**src/common/pal_pkg.sv**
```systemverilog
package pal_pkg;

   // ------------------------------------------------------------
   // register map, bank zero
   // ------------------------------------------------------------
   localparam logic [3:0] PAL_BANK_ZERO = 4'h0;
   localparam logic [7:0] PAL_FIRST_PORT_ADDR = 8'h10;
   localparam logic [7:0] PAL_SECOND_DIR_ADDR = 8'h11;
   localparam logic [7:0] PAL_SECOND_PORT_ADDR = 8'h12;

   // ------------------------------------------------------------
   // fields and reset values
   // ------------------------------------------------------------
   localparam int PAL_PULLUP_OFF_BIT = 7;
   localparam int PAL_FIRST_WIDTH = 6;
   localparam int PAL_SECOND_WIDTH = 8;
   localparam logic [1:0] PAL_OPEN_DRAIN_RESET = 2'h3;
   localparam logic PAL_PULLUP_OFF_RESET = 1'b0;
   localparam logic [7:0] PAL_DIR_RESET = 8'hff;
   localparam logic [7:0] PAL_READ_NONE = 8'h00;

   // configuration-bit processor modes
   typedef enum logic [1:0] {
      PAL_MODE_MICRO = 2'h0,
      PAL_MODE_PROTECTED = 2'h1,
      PAL_MODE_EXTENDED = 2'h3,
      PAL_MODE_PROCESSOR = 2'h2
   } pal_mode_e;

   // internal data bus access, one cycle per request
   typedef struct packed {
      logic [3:0] bank;
      logic [7:0] addr;
      logic wr;
      logic rd;
      logic [7:0] wdata;
   } pal_bus_req_s;

   // peripheral claim on shared pins, one bit per pin
   typedef struct packed {
      logic [7:0] en;
      logic [7:0] drv;
      logic [7:0] oe;
   } pal_alt_s;

endpackage

```
**src/hdl/pal_port_a_io_latch.sv**
```systemverilog
`timescale 1ns/1ns
module pal_port_a_io_latch (
   input wire logic clk_sys, // core clock, 10 MHz
   input wire logic srst, // synchronous reset, active high
   input wire pal_pkg::pal_bus_req_s bus_req, // internal data bus request
   output logic [7:0] rdata_reg, // read data, one cycle after rd
   input wire pal_pkg::pal_mode_e mode, // processor mode from configuration bits
   output logic sysbus_sel_reg, // bus-capable ports act as system bus
   input wire logic [5:0] pa_pin_in, // first port pin levels
   output logic [5:0] pa_pin_out, // first port pin drive value
   output logic [5:0] pa_pin_oe, // first port pin drive enable
   input wire pal_pkg::pal_alt_s pa_alt, // peripheral claim on first port
   output logic [5:0] pa_periph_in, // synchronised pin levels to peripherals
   input wire logic [7:0] pb_pin_in, // second port pin levels
   output logic [7:0] pb_pin_out, // second port pin drive value
   output logic [7:0] pb_pin_oe, // second port pin drive enable
   input wire pal_pkg::pal_alt_s pb_alt, // peripheral claim on second port
   output logic [7:0] pb_periph_in, // synchronised pin levels to peripherals
   output logic [7:0] pb_pullup_en // weak pull-up enable per pin
);
   import pal_pkg::*;

   // ------------------------------------------------------------
   // state
   // ------------------------------------------------------------
   logic [1:0] pa_latch_reg;
   logic [1:0] pa_latch_next;
   logic pullup_off_reg;
   logic pullup_off_next;
   logic [7:0] pb_latch_reg;
   logic [7:0] pb_latch_next;
   logic [7:0] pb_dir_reg;
   logic [7:0] pb_dir_next;
   logic [5:0] pa_meta_reg;
   logic [5:0] pa_sync_reg;
   logic [7:0] pb_meta_reg;
   logic [7:0] pb_sync_reg;
   logic [7:0] rdata_next;
   logic sysbus_sel_next;
   logic [5:0] pa_out_next;
   logic [5:0] pa_oe_next;
   logic [5:0] pa_periph_next;
   logic [7:0] pb_out_next;
   logic [7:0] pb_oe_next;
   logic [7:0] pb_periph_next;
   logic [7:0] pb_pullup_next;
   logic bank_hit;

   // ------------------------------------------------------------
   // register access
   // ------------------------------------------------------------
   always_comb
   begin
      pa_latch_next = pa_latch_reg;
      pullup_off_next = pullup_off_reg;
      pb_latch_next = pb_latch_reg;
      pb_dir_next = pb_dir_reg;
      rdata_next = PAL_READ_NONE;
      bank_hit = (bus_req.bank == PAL_BANK_ZERO);
      if (bus_req.wr && bank_hit)
      begin
         unique case (bus_req.addr)
            PAL_FIRST_PORT_ADDR:
            begin
               // only the open-drain latch bits and the pull-up bit are stored
               pa_latch_next = bus_req.wdata[3:2];
               pullup_off_next = bus_req.wdata[PAL_PULLUP_OFF_BIT];
            end
            PAL_SECOND_DIR_ADDR: pb_dir_next = bus_req.wdata;
            PAL_SECOND_PORT_ADDR: pb_latch_next = bus_req.wdata;
            default: ;
         endcase
      end
      if (bus_req.rd && bank_hit)
      begin
         unique case (bus_req.addr)
            // pins, not latch; unimplemented bit six reads zero
            PAL_FIRST_PORT_ADDR: rdata_next = {pullup_off_reg, 1'b0, pa_sync_reg};
            PAL_SECOND_DIR_ADDR: rdata_next = pb_dir_reg;
            PAL_SECOND_PORT_ADDR: rdata_next = pb_sync_reg;
            default: rdata_next = PAL_READ_NONE;
         endcase
      end
   end

   always_ff @(posedge clk_sys)
   begin
      if (srst)
      begin
         pa_latch_reg <= PAL_OPEN_DRAIN_RESET;
         pullup_off_reg <= PAL_PULLUP_OFF_RESET;
         pb_latch_reg <= 8'h00;
         pb_dir_reg <= PAL_DIR_RESET;
         rdata_reg <= PAL_READ_NONE;
      end
      else
      begin
         pa_latch_reg <= pa_latch_next;
         pullup_off_reg <= pullup_off_next;
         pb_latch_reg <= pb_latch_next;
         pb_dir_reg <= pb_dir_next;
         rdata_reg <= rdata_next;
      end
   end

   // ------------------------------------------------------------
   // pin input synchronisers
   // ------------------------------------------------------------
   // every pin is sampled even while driven, so reads and peripherals see the real pad
   always_ff @(posedge clk_sys)
   begin
      if (srst)
      begin
         pa_meta_reg <= 6'h00;
         pa_sync_reg <= 6'h00;
         pb_meta_reg <= 8'h00;
         pb_sync_reg <= 8'h00;
      end
      else
      begin
         pa_meta_reg <= pa_pin_in;
         pa_sync_reg <= pa_meta_reg;
         pb_meta_reg <= pb_pin_in;
         pb_sync_reg <= pb_meta_reg;
      end
   end

   // ------------------------------------------------------------
   // pin drivers
   // ------------------------------------------------------------
   always_comb
   begin
      // pins zero and one are inputs only; they feed interrupt and timer
      pa_out_next = 6'h00;
      pa_oe_next = 6'h00;
      // open drain: drive low only, never high
      if (pa_alt.en[2] || pa_alt.en[3])
      begin
         pa_oe_next[2] = pa_alt.en[2] ? (pa_alt.oe[2] && !pa_alt.drv[2]) : !pa_latch_reg[0];
         pa_oe_next[3] = pa_alt.en[3] ? (pa_alt.oe[3] && !pa_alt.drv[3]) : !pa_latch_reg[1];
      end
      else
      begin
         pa_oe_next[2] = !pa_latch_reg[0];
         pa_oe_next[3] = !pa_latch_reg[1];
      end
      // transceiver owns pins four and five, floats when disabled
      pa_out_next[5:4] = pa_alt.drv[5:4];
      pa_oe_next[5:4] = pa_alt.en[5:4] & pa_alt.oe[5:4];
      // the driven level comes back through the pad, so peripherals see it
      pa_periph_next = pa_sync_reg;
      pb_periph_next = pb_sync_reg;
      // the direction bit is left alone while a peripheral holds the pin
      pb_out_next = (pb_alt.en & pb_alt.drv) | (~pb_alt.en & pb_latch_reg);
      pb_oe_next = (pb_alt.en & pb_alt.oe) | (~pb_alt.en & ~pb_dir_reg);
      // pull-ups follow the control bit and drop on driven pins
      pb_pullup_next = {8{!pullup_off_reg}} & ~pb_oe_next;
      sysbus_sel_next = (mode == PAL_MODE_EXTENDED) || (mode == PAL_MODE_PROCESSOR);
   end

   always_ff @(posedge clk_sys)
   begin
      if (srst)
      begin
         // all pins float and the transceiver is released during reset
         pa_pin_out <= 6'h00;
         pa_pin_oe <= 6'h00;
         pa_periph_in <= 6'h00;
         pb_pin_out <= 8'h00;
         pb_pin_oe <= 8'h00;
         pb_periph_in <= 8'h00;
         pb_pullup_en <= 8'hff;
         sysbus_sel_reg <= 1'b0;
      end
      else
      begin
         pa_pin_out <= pa_out_next;
         pa_pin_oe <= pa_oe_next;
         pa_periph_in <= pa_periph_next;
         pb_pin_out <= pb_out_next;
         pb_pin_oe <= pb_oe_next;
         pb_periph_in <= pb_periph_next;
         pb_pullup_en <= pb_pullup_next;
         sysbus_sel_reg <= sysbus_sel_next;
      end
   end
endmodule // pal_port_a_io_latch

```
**config.mk**
```make
export PLATFORM = sky130hd
export DESIGN_NAME = pal_port_a_io_latch
export DESIGN_NICKNAME = d
export VERILOG_FILES = /design/src/common/pal_pkg.sv /design/src/hdl/pal_port_a_io_latch.sv
export SDC_FILE = /design/constraint.sdc
export NUM_CORES = 1
export LEC_CHECK = 0
export BUFFER_PORTS_ARGS = -buffer_cell sky130_fd_sc_hd__buf_4
export CORE_MARGIN = 2
export CORE_UTILIZATION = 47
export DETAILED_ROUTE_END_ITERATION = 8
export PLACE_DENSITY = 0.9
export SYNTH_ARGS = -nofsm -noshare
export SYNTH_HDL_FRONTEND = slang
export SYNTH_SLANG_ARGS = --single-unit
```
**constraint.sdc**
```tcl
create_clock -name clk_sys -period 1.2 [get_ports clk_sys]
set_input_delay 0.06 -clock clk_sys [delete_from_list [all_inputs] [get_ports clk_sys]]
set_output_delay 0.06 -clock clk_sys [all_outputs]
set_load 0.02 [all_outputs]
```
==> metrics.md, run 1 <==
| Metric | Value |
|---|---|
| Mux share of post-synthesis cell area | `10.0%` |
| Proportion of power drawn by the clock network | `30.5%` |
| Die Span Y | `89.1 microns` |
| Slowest stage delay, CP | `0.54 ns` |
| Largest net degree at the start of global routing | `53` |
| Hold path cells | `3` |
| Number of H-tree levels | `3` |
| Ys Warns | `0` |
| Die X | `89.1 microns` |
| Via density | `4.89` |
| Hold EP | `pb_pin_out[0]$_SDFF_PP0_` |
| Wire length per cell | `16.4 microns` |
| Nets | `593` |
| I/O pin total | `147` |
| Max-slew violations | `0` |
| Post-DP HPWL | `5.67 mm` |
| Critical path peak fanout | `3` |
| CP Class | `in -> reg` |
| DR vias | `2976` |
| FF-to-FF Start | `pb_dir_reg[5]$_SDFFE_PP1P_` |
| Most frequent cells in the layout | `137 x buf_4, 100 x dfxtp_1, 54 x dlygate4sd3_1` |
| P_int | `4.61 mW` |
| Worst hold path startpoint | `pb_alt[16]` |
| IO Port Bufs | `127` |
| Fin crit share | `93.6%` |
| Max-cap check violation count | `0` |
| Clock sink count | `100` |
| Worst reg2reg path depth | `3` |
| Startpoint Class | `input pin` |
| RSZ-0062 raised after global routing | `false` |
| Global placer's final weighted congestion | `0.780` |
| Crit-path slowest cell | `dlygate4sd3_1` |
| First-pass GRT wire length | `14.9 mm` |
| # fillers | `445` |
| CORE AREA | `7140 sq um` |
| Setup TNS | `0 ns` |
| Critical path cell sequence | `dlygate4sd3_1 > buf_4 > or2_2 > a21oi_1 > nor2_1` |
| N_diodes | `0` |
| Drt total wl | `9.99 mm` |
| Post-synthesis cell area | `3400 sq um` |
| Sequential fraction of design power | `56.3%` |
| Fin util | `72.8%` |
| Class of the worst hold path | `in -> reg` |
| Post-CTS Setup Bufs | `0` |
| CP arrival | `1.38 ns` |
| Syn-to-layout area delta | `52.8%` |
| Flop2flop setup slack | `0.09 ns` |
| Cts bufs inserted | `9` |
| WP data required | `1.46 ns` |
| Avg Cell Area, Syn | `10.7 sq um` |
| Compound-Gate Fraction of Synth Area | `3.64%` |
| FMAX | `891 MHz` |
| Initial core utilization | `47.7%` |
| Commonest non-fill, non-tap cell in the layout | `buf_4` |
| Post-route DRC | `0` |
| GRT Overall Usage | `25.7%` |
| Net Switching | `1.51 mW` |
| Starting DRT DRC Count | `179` |
| Synthesized-area fraction occupied by adder cells | `0%` |
| Die Area | `7930 sq um` |
| CP endpoint kind | `register` |
| Failing checks | `hold timing` |
| FP Rows | `31` |
| R2R Path End | `pb_pullup_en[5]$_SDFF_PP1_` |
| Flops & latches, synth | `100` |
| Logic pwr share | `13.2%` |
| Minimum clock period | `1.12 ns` |
| Clock Root Buffer | `clkbuf_8` |
| CTS tree | `yes` |
| Antenna-violating nets left | `0` |
| TritonRoute pass-1 iters | `5` |
| Cell area after layout | `5190 sq um` |
| Hold Vio Cnt, Final | `2` |
| GRT Residual Overflow | `0` |
| Power per Cell Area | `1180 nW/um^2` |
| Area after DPL | `4500 sq um` |
| Leak pwr | `2.38 nW` |
| Largest family of logic cells by synthesized area | `simple AND/OR/NAND/NOR gates` |
| Vias in the first global route | `3122` |
| Simple-Gate Fraction of Synth Area | `23.9%` |
| Status | `finished, violations left` |
| WHS | `-0.0434 ns` |
| Cells after Synth | `318` |
| Switching share of power | `24.7%` |
| Clock buffer depth | `2` |
| VDD IR max | `0.626 mV` |
| Share of layout cells above drive strength 1 | `32.4%` |
| Initial antenna violation count | `0` |
| Clock Latency Late Sink | `0.37 ns` |
| Yosys cell types | `26` |
| Clock transition at path regs | `0.09 ns` |
| Post-synthesis xor/xnor area fraction | `0%` |
| Sequential-to-total area share from yosys stat | `58.9%` |
| # setup viols final | `0` |
| Worst Skew | `0.0103 ns` |
## worst max-delay path, delay by kind of cell
| kind | cells | cell delay [ns] |
|---|---|---|
| compound gates | 1 | 0.28 |
| buf+inv | 2 | 0.69 |
| simple gates | 2 | 0.35 |
## cells by family after synthesis
family,after synthesis
flops,100
buf+inv,23
simple gates,142
mux,34
compound gates,18
other cells,1
## synthesized netlist by cell type (all sizes together)
cell type	n	area share, %
clkbuf	10	1.1
mux2i	34	10
dfxtp	100	59
nor2b	47	8.6
nand2b	16	2.9
conb	1	0.11
buf	12	2.2
and3b	3	0.77
nor4	1	0.63
nor3	8	1.2
inv	1	0.11
nand2	14	1.5
nor4b	1	0.70
nor2	39	4.3
o22a	2	0.52
nand4b	1	0.44
a21oi	9	1.3
or2	8	1.5
nor3b	1	0.22
nand4	2	0.81
a2bb2oi	7	1.8
and4	1	0.26
## power by group through the flow
stage / clock network, mW / registers (mW) / logic, mW
5_1_grt: 2.01 / 3.46 / 0.859
3_3_place_gp: 0 / 3.52 / 0.620
6_report: 1.87 / 3.45 / 0.808
4_1_cts: 1.84 / 3.44 / 0.791
3_5_place_dp: 0 / 3.52 / 0.637
2_1_floorplan: 0 / 3.59 / 0.236
## repair_timing
action	CTS	global route
hold endpoints to repair	51	1
hold buffers	58	1
gates resized for setup	0	0
endpoints found under the setup margin	0	5
## per-layer routing
metal | vias up | GRT usage, % | part of all wire [%]
li1 | 1393 | - | -
met1 | 1376 | 24.9 | 35
met2 | 150 | 47.6 | 52
met3 | 57 | 6.93 | 6.5
met4 | 0 | 16.6 | 6.5
met5 | - | 0 | 0
## worst max path at each step
stage / startpoint / to / slack, ns / depth (start not counted)
after CTS: pb_alt[20] / pb_pin_out[4]$_SDFF_PP0_ / 0.009 / 5
after detailed placement: bus_req[19] / rdata_reg[1]$_SDFF_PP0_ / -0.05 / 5
after floorplan: bus_req[19] / pb_latch_reg[0]$_SDFFE_PP0P_ / 0.14 / 4
after global routing: pa_alt[4] / pa_pin_oe[4]$_SDFF_PP0_ / 0.06 / 5
final: pb_alt[21] / pb_pullup_en[5]$_SDFF_PP1_ / 0.08 / 5
after global placement: bus_req[15] / pb_dir_reg[2]$_SDFFE_PP1P_ / 0.002 / 5
## stage by stage
stage	worst slack [ns]	cells	power, mW
after floorplan	0.143	323	3.82
after global placement	0.00229	539	4.14
after detailed placement	-0.0469	539	4.16
after CTS	0.00881	612	6.07
after global routing	0.0584	608	6.32
final	0.0772	608	6.12
## area by class of cell
type	instances	area (sq um)	area share, %
flip-flops and latches	100	2000	38.5
repair buffers	193	1610	31.0
multi-input cells	200	1300	25.0
clock buffers	10	128	2.46
well taps	99	124	2.38
clock inverters	5	28.8	0.554
inverters	1	3.75	0.0723
Note: power is estimated with default switching activity, not from simulation.
==> inputs of run 2 (changes only) <==
--- a/config.mk
+++ b/config.mk
@@ -9,7 +9,7 @@
 export CORE_MARGIN = 2
 export CORE_UTILIZATION = 47
 export DETAILED_ROUTE_END_ITERATION = 8
-export PLACE_DENSITY = 0.9
+export PLACE_DENSITY = 0.86
 export SYNTH_ARGS = -nofsm -noshare
 export SYNTH_HDL_FRONTEND = slang
 export SYNTH_SLANG_ARGS = --single-unit
==> run 2 against run 1 <==
Net effect:
- the run still ends with hold timing left
- wire length is 4.8% lower
- fmax is 4.9% lower
- clock-buffer cell count stayed put
- flip-flop and latch count stayed put
- critical endpoint is now pb_pullup_en[7]$_SDFF_PP1_
- register-to-register slack worse by 0.04 ns
- clock skew is 0.0045 ns higher
- largest power group unchanged
- cell count stayed put
- first-iteration DRC count is 7.3% higher
- worst setup slack worse by 0.058 ns
- highest routed layer unchanged
==> metrics.md, run 2 (synthesized netlist as in run 1, its figures left out) <==
| Metric | Value |
|---|---|
| Fin crit share | `98.4%` |
| Drt total wl | `9.51 mm` |
| Die Area | `7930 sq um` |
| First-pass GRT wire length | `14.4 mm` |
| Hold Vio Cnt, Final | `3` |
| Area occupied by multi-input gates | `1300 sq um` |
| CORE AREA | `7140 sq um` |
| CP Class | `in -> reg` |
| Largest net degree at the start of global routing | `52` |
| Proportion of power drawn by the clock network | `32.8%` |
| Number of H-tree levels | `3` |
| Post-route DRC | `0` |
| CP arrival | `1.41 ns` |
| DP Worst Slack | `-0.0925 ns` |
| Worst reg2reg path depth | `3` |
| CP delay by family, top | `buffers and inverters` |
| Die X | `89.1 microns` |
| TritonRoute pass-1 iters | `4` |
| FF-to-FF Start | `pb_dir_reg[7]$_SDFFE_PP1P_` |
| Minimum clock period | `1.18 ns` |
| Switching share of power | `23.4%` |
| Critical path cell sequence | `dlygate4sd3_1 > buf_4 > or2_2 > a21oi_1 > nor2_1` |
| Startpoint Class | `input pin` |
| Max-slew violations | `0` |
| CP Buf/Inv Count | `2` |
| # setup viols final | `0` |
| Post-Layout Cell Count | `608` |
| Global placer's final weighted congestion | `0.744` |
| FMAX | `847 MHz` |
| IO Port Bufs | `127` |
| RSZ-0062 raised after global routing | `false` |
| Cts bufs inserted | `9` |
| Net Switching | `1.48 mW` |
| Worst Skew | `0.0149 ns` |
| Clock Root Buffer | `clkbuf_8` |
| N_diodes | `0` |
| Vias in the first global route | `2939` |
| Initial antenna violation count | `0` |
| Post-DP HPWL | `5.58 mm` |
| Post_cts resized | `0` |
| Logic pwr share | `12.6%` |
| VDD IR max | `0.843 mV` |
| P_int | `4.83 mW` |
| Failing checks | `hold timing` |
| Flop2flop setup slack | `0.05 ns` |
| Starting DRT DRC Count | `192` |
| Via density | `4.78` |
| Clock sink count | `100` |
| Slowest stage delay, CP | `0.54 ns` |
| # fillers | `490` |
| Critical path peak fanout | `3` |
| Initial core utilization | `47.7%` |
| GRT Residual Overflow | `0` |
| FP Rows | `31` |
| Crit-path slowest cell | `dlygate4sd3_1` |
| Max-cap check violation count | `0` |
| Power per Cell Area | `1210 nW/um^2` |
| R2R Path End | `pb_pullup_en[7]$_SDFF_PP1_` |
| Wire length per cell | `15.6 microns` |
| Placed Cells | `539` |
| Clock transition at path regs | `0.10 ns` |
| GRT Overall Usage | `24.4%` |
| Clock Latency Late Sink | `0.35 ns` |
| WP data required | `1.43 ns` |
| DR vias | `2905` |
| Crit. path cell count | `5` |
| CP endpoint kind | `register` |
| Die Span Y | `89.1 microns` |
| Antenna-violating nets left | `0` |
| Class of the worst hold path | `in -> reg` |
| Clock buffer depth | `2` |
| Syn-to-layout area delta | `53.3%` |
| Most frequent cells in the layout | `138 x buf_4, 100 x dfxtp_1, 54 x dlygate4sd3_1` |
| CP Capture Point | `pb_pullup_en[7]$_SDFF_PP1_` |
| Final worst-path setup slack | `0.0192 ns` |
| Crit path from | `pb_alt[23]` |
| Leak pwr | `2.37 nW` |
| Share of layout cells above drive strength 1 | `32.4%` |
| Nets | `593` |
| WHS | `-0.0266 ns` |
| I/O pin total | `147` |
| Commonest non-fill, non-tap cell in the layout | `buf_4` |
| CTS tree | `yes` |
| Flip-flop and latch area | `2000 sq um` |
| Sequential fraction of design power | `54.6%` |
| Status | `finished, violations left` |
[run 2: changes by cell type in the layout (fill, tap and decap cells not counted), sizes merged]
cell      change
clkinv        -4
clkinvlp      +3
bufinv        +1
[run 2: final cells by class]
| type | count | area share, % |
|---|---|---|
| repair buffers | 193 | 30.6 |
| flip-flops and latches | 100 | 38.4 |
| inverters | 1 | 0.0720 |
| multi-input cells | 200 | 24.9 |
| well taps | 99 | 2.38 |
| clock buffers | 10 | 2.45 |
| clock inverters | 5 | 1.18 |
[run 2: worst register-to-register path: cells and delay by family, from the launching register on]
| family | cells | cell delay, ns |
|---|---|---|
| AO/OA/AOI/OAI | 1 | 0.34 |
| flip-flops | 1 | 0.34 |
| AND/OR/NAND/NOR | 2 | 0.36 |
[run 2: metrics by stage]
step | TNS (ns) | util (%) | hold WS [ns] | power [mW] | area, sq um
after CTS | 0 | 73.5 | 0.00314 | 6.30 | 5250
after floorplan | 0 | - | 0.174 | 3.82 | 3420
after global placement | -0.203 | 62.9 | 0.270 | 4.13 | 4490
final | 0 | 73.1 | -0.0266 | 6.31 | 5220
after detailed placement | -1.20 | 62.9 | 0.274 | 4.15 | 4490
after global routing | 0 | 73.1 | 0.00582 | 6.52 | 5220
[run 2: metal layers]
layer | vias to the layer above | part of all wire [%] | GRT usage [%]
met5 | - | 0 | 0
met4 | 0 | 2.4 | 11.8
met3 | 20 | 5.6 | 4.25
met2 | 118 | 55 | 45.0
met1 | 1369 | 37 | 27.0
li1 | 1398 | - | -
[run 2: what timing repair did]
item	in CTS	in global routing
hold buffers	57	0
endpoints found under the setup margin	0	3
endpoints found under the hold margin	46	0
setup buffers	0	0
[run 2: worst min path at each step]
| stage | from | end | slack, ns | depth (start not counted) |
|---|---|---|---|---|
| after global routing | pb_alt[18] | pb_pin_out[2]$_SDFF_PP0_ | 0.006 | 3 |
| after detailed placement | pb_pin_in[4] | pb_meta_reg[4]$_SDFF_PP0_ | 0.27 | 2 |
| after floorplan | pa_alt[4] | pa_pin_oe[4]$_SDFF_PP0_ | 0.17 | 2 |
| after global placement | pb_pin_in[2] | pb_meta_reg[2]$_SDFF_PP0_ | 0.27 | 2 |
| final | pb_alt[18] | pb_pin_out[2]$_SDFF_PP0_ | -0.03 | 3 |
| after CTS | bus_req[7] | pb_dir_reg[7]$_SDFFE_PP1P_ | 0.003 | 3 |
[run 2: power by group through the flow]
stage | clock [mW] | combinational, mW | sequential, mW
CTS | 2.08 | 0.781 | 3.44
detailed placement | 0 | 0.628 | 3.52
finish | 2.07 | 0.798 | 3.44
floorplan | 0 | 0.236 | 3.59
global route | 2.21 | 0.856 | 3.45
global placement | 0 | 0.616 | 3.52
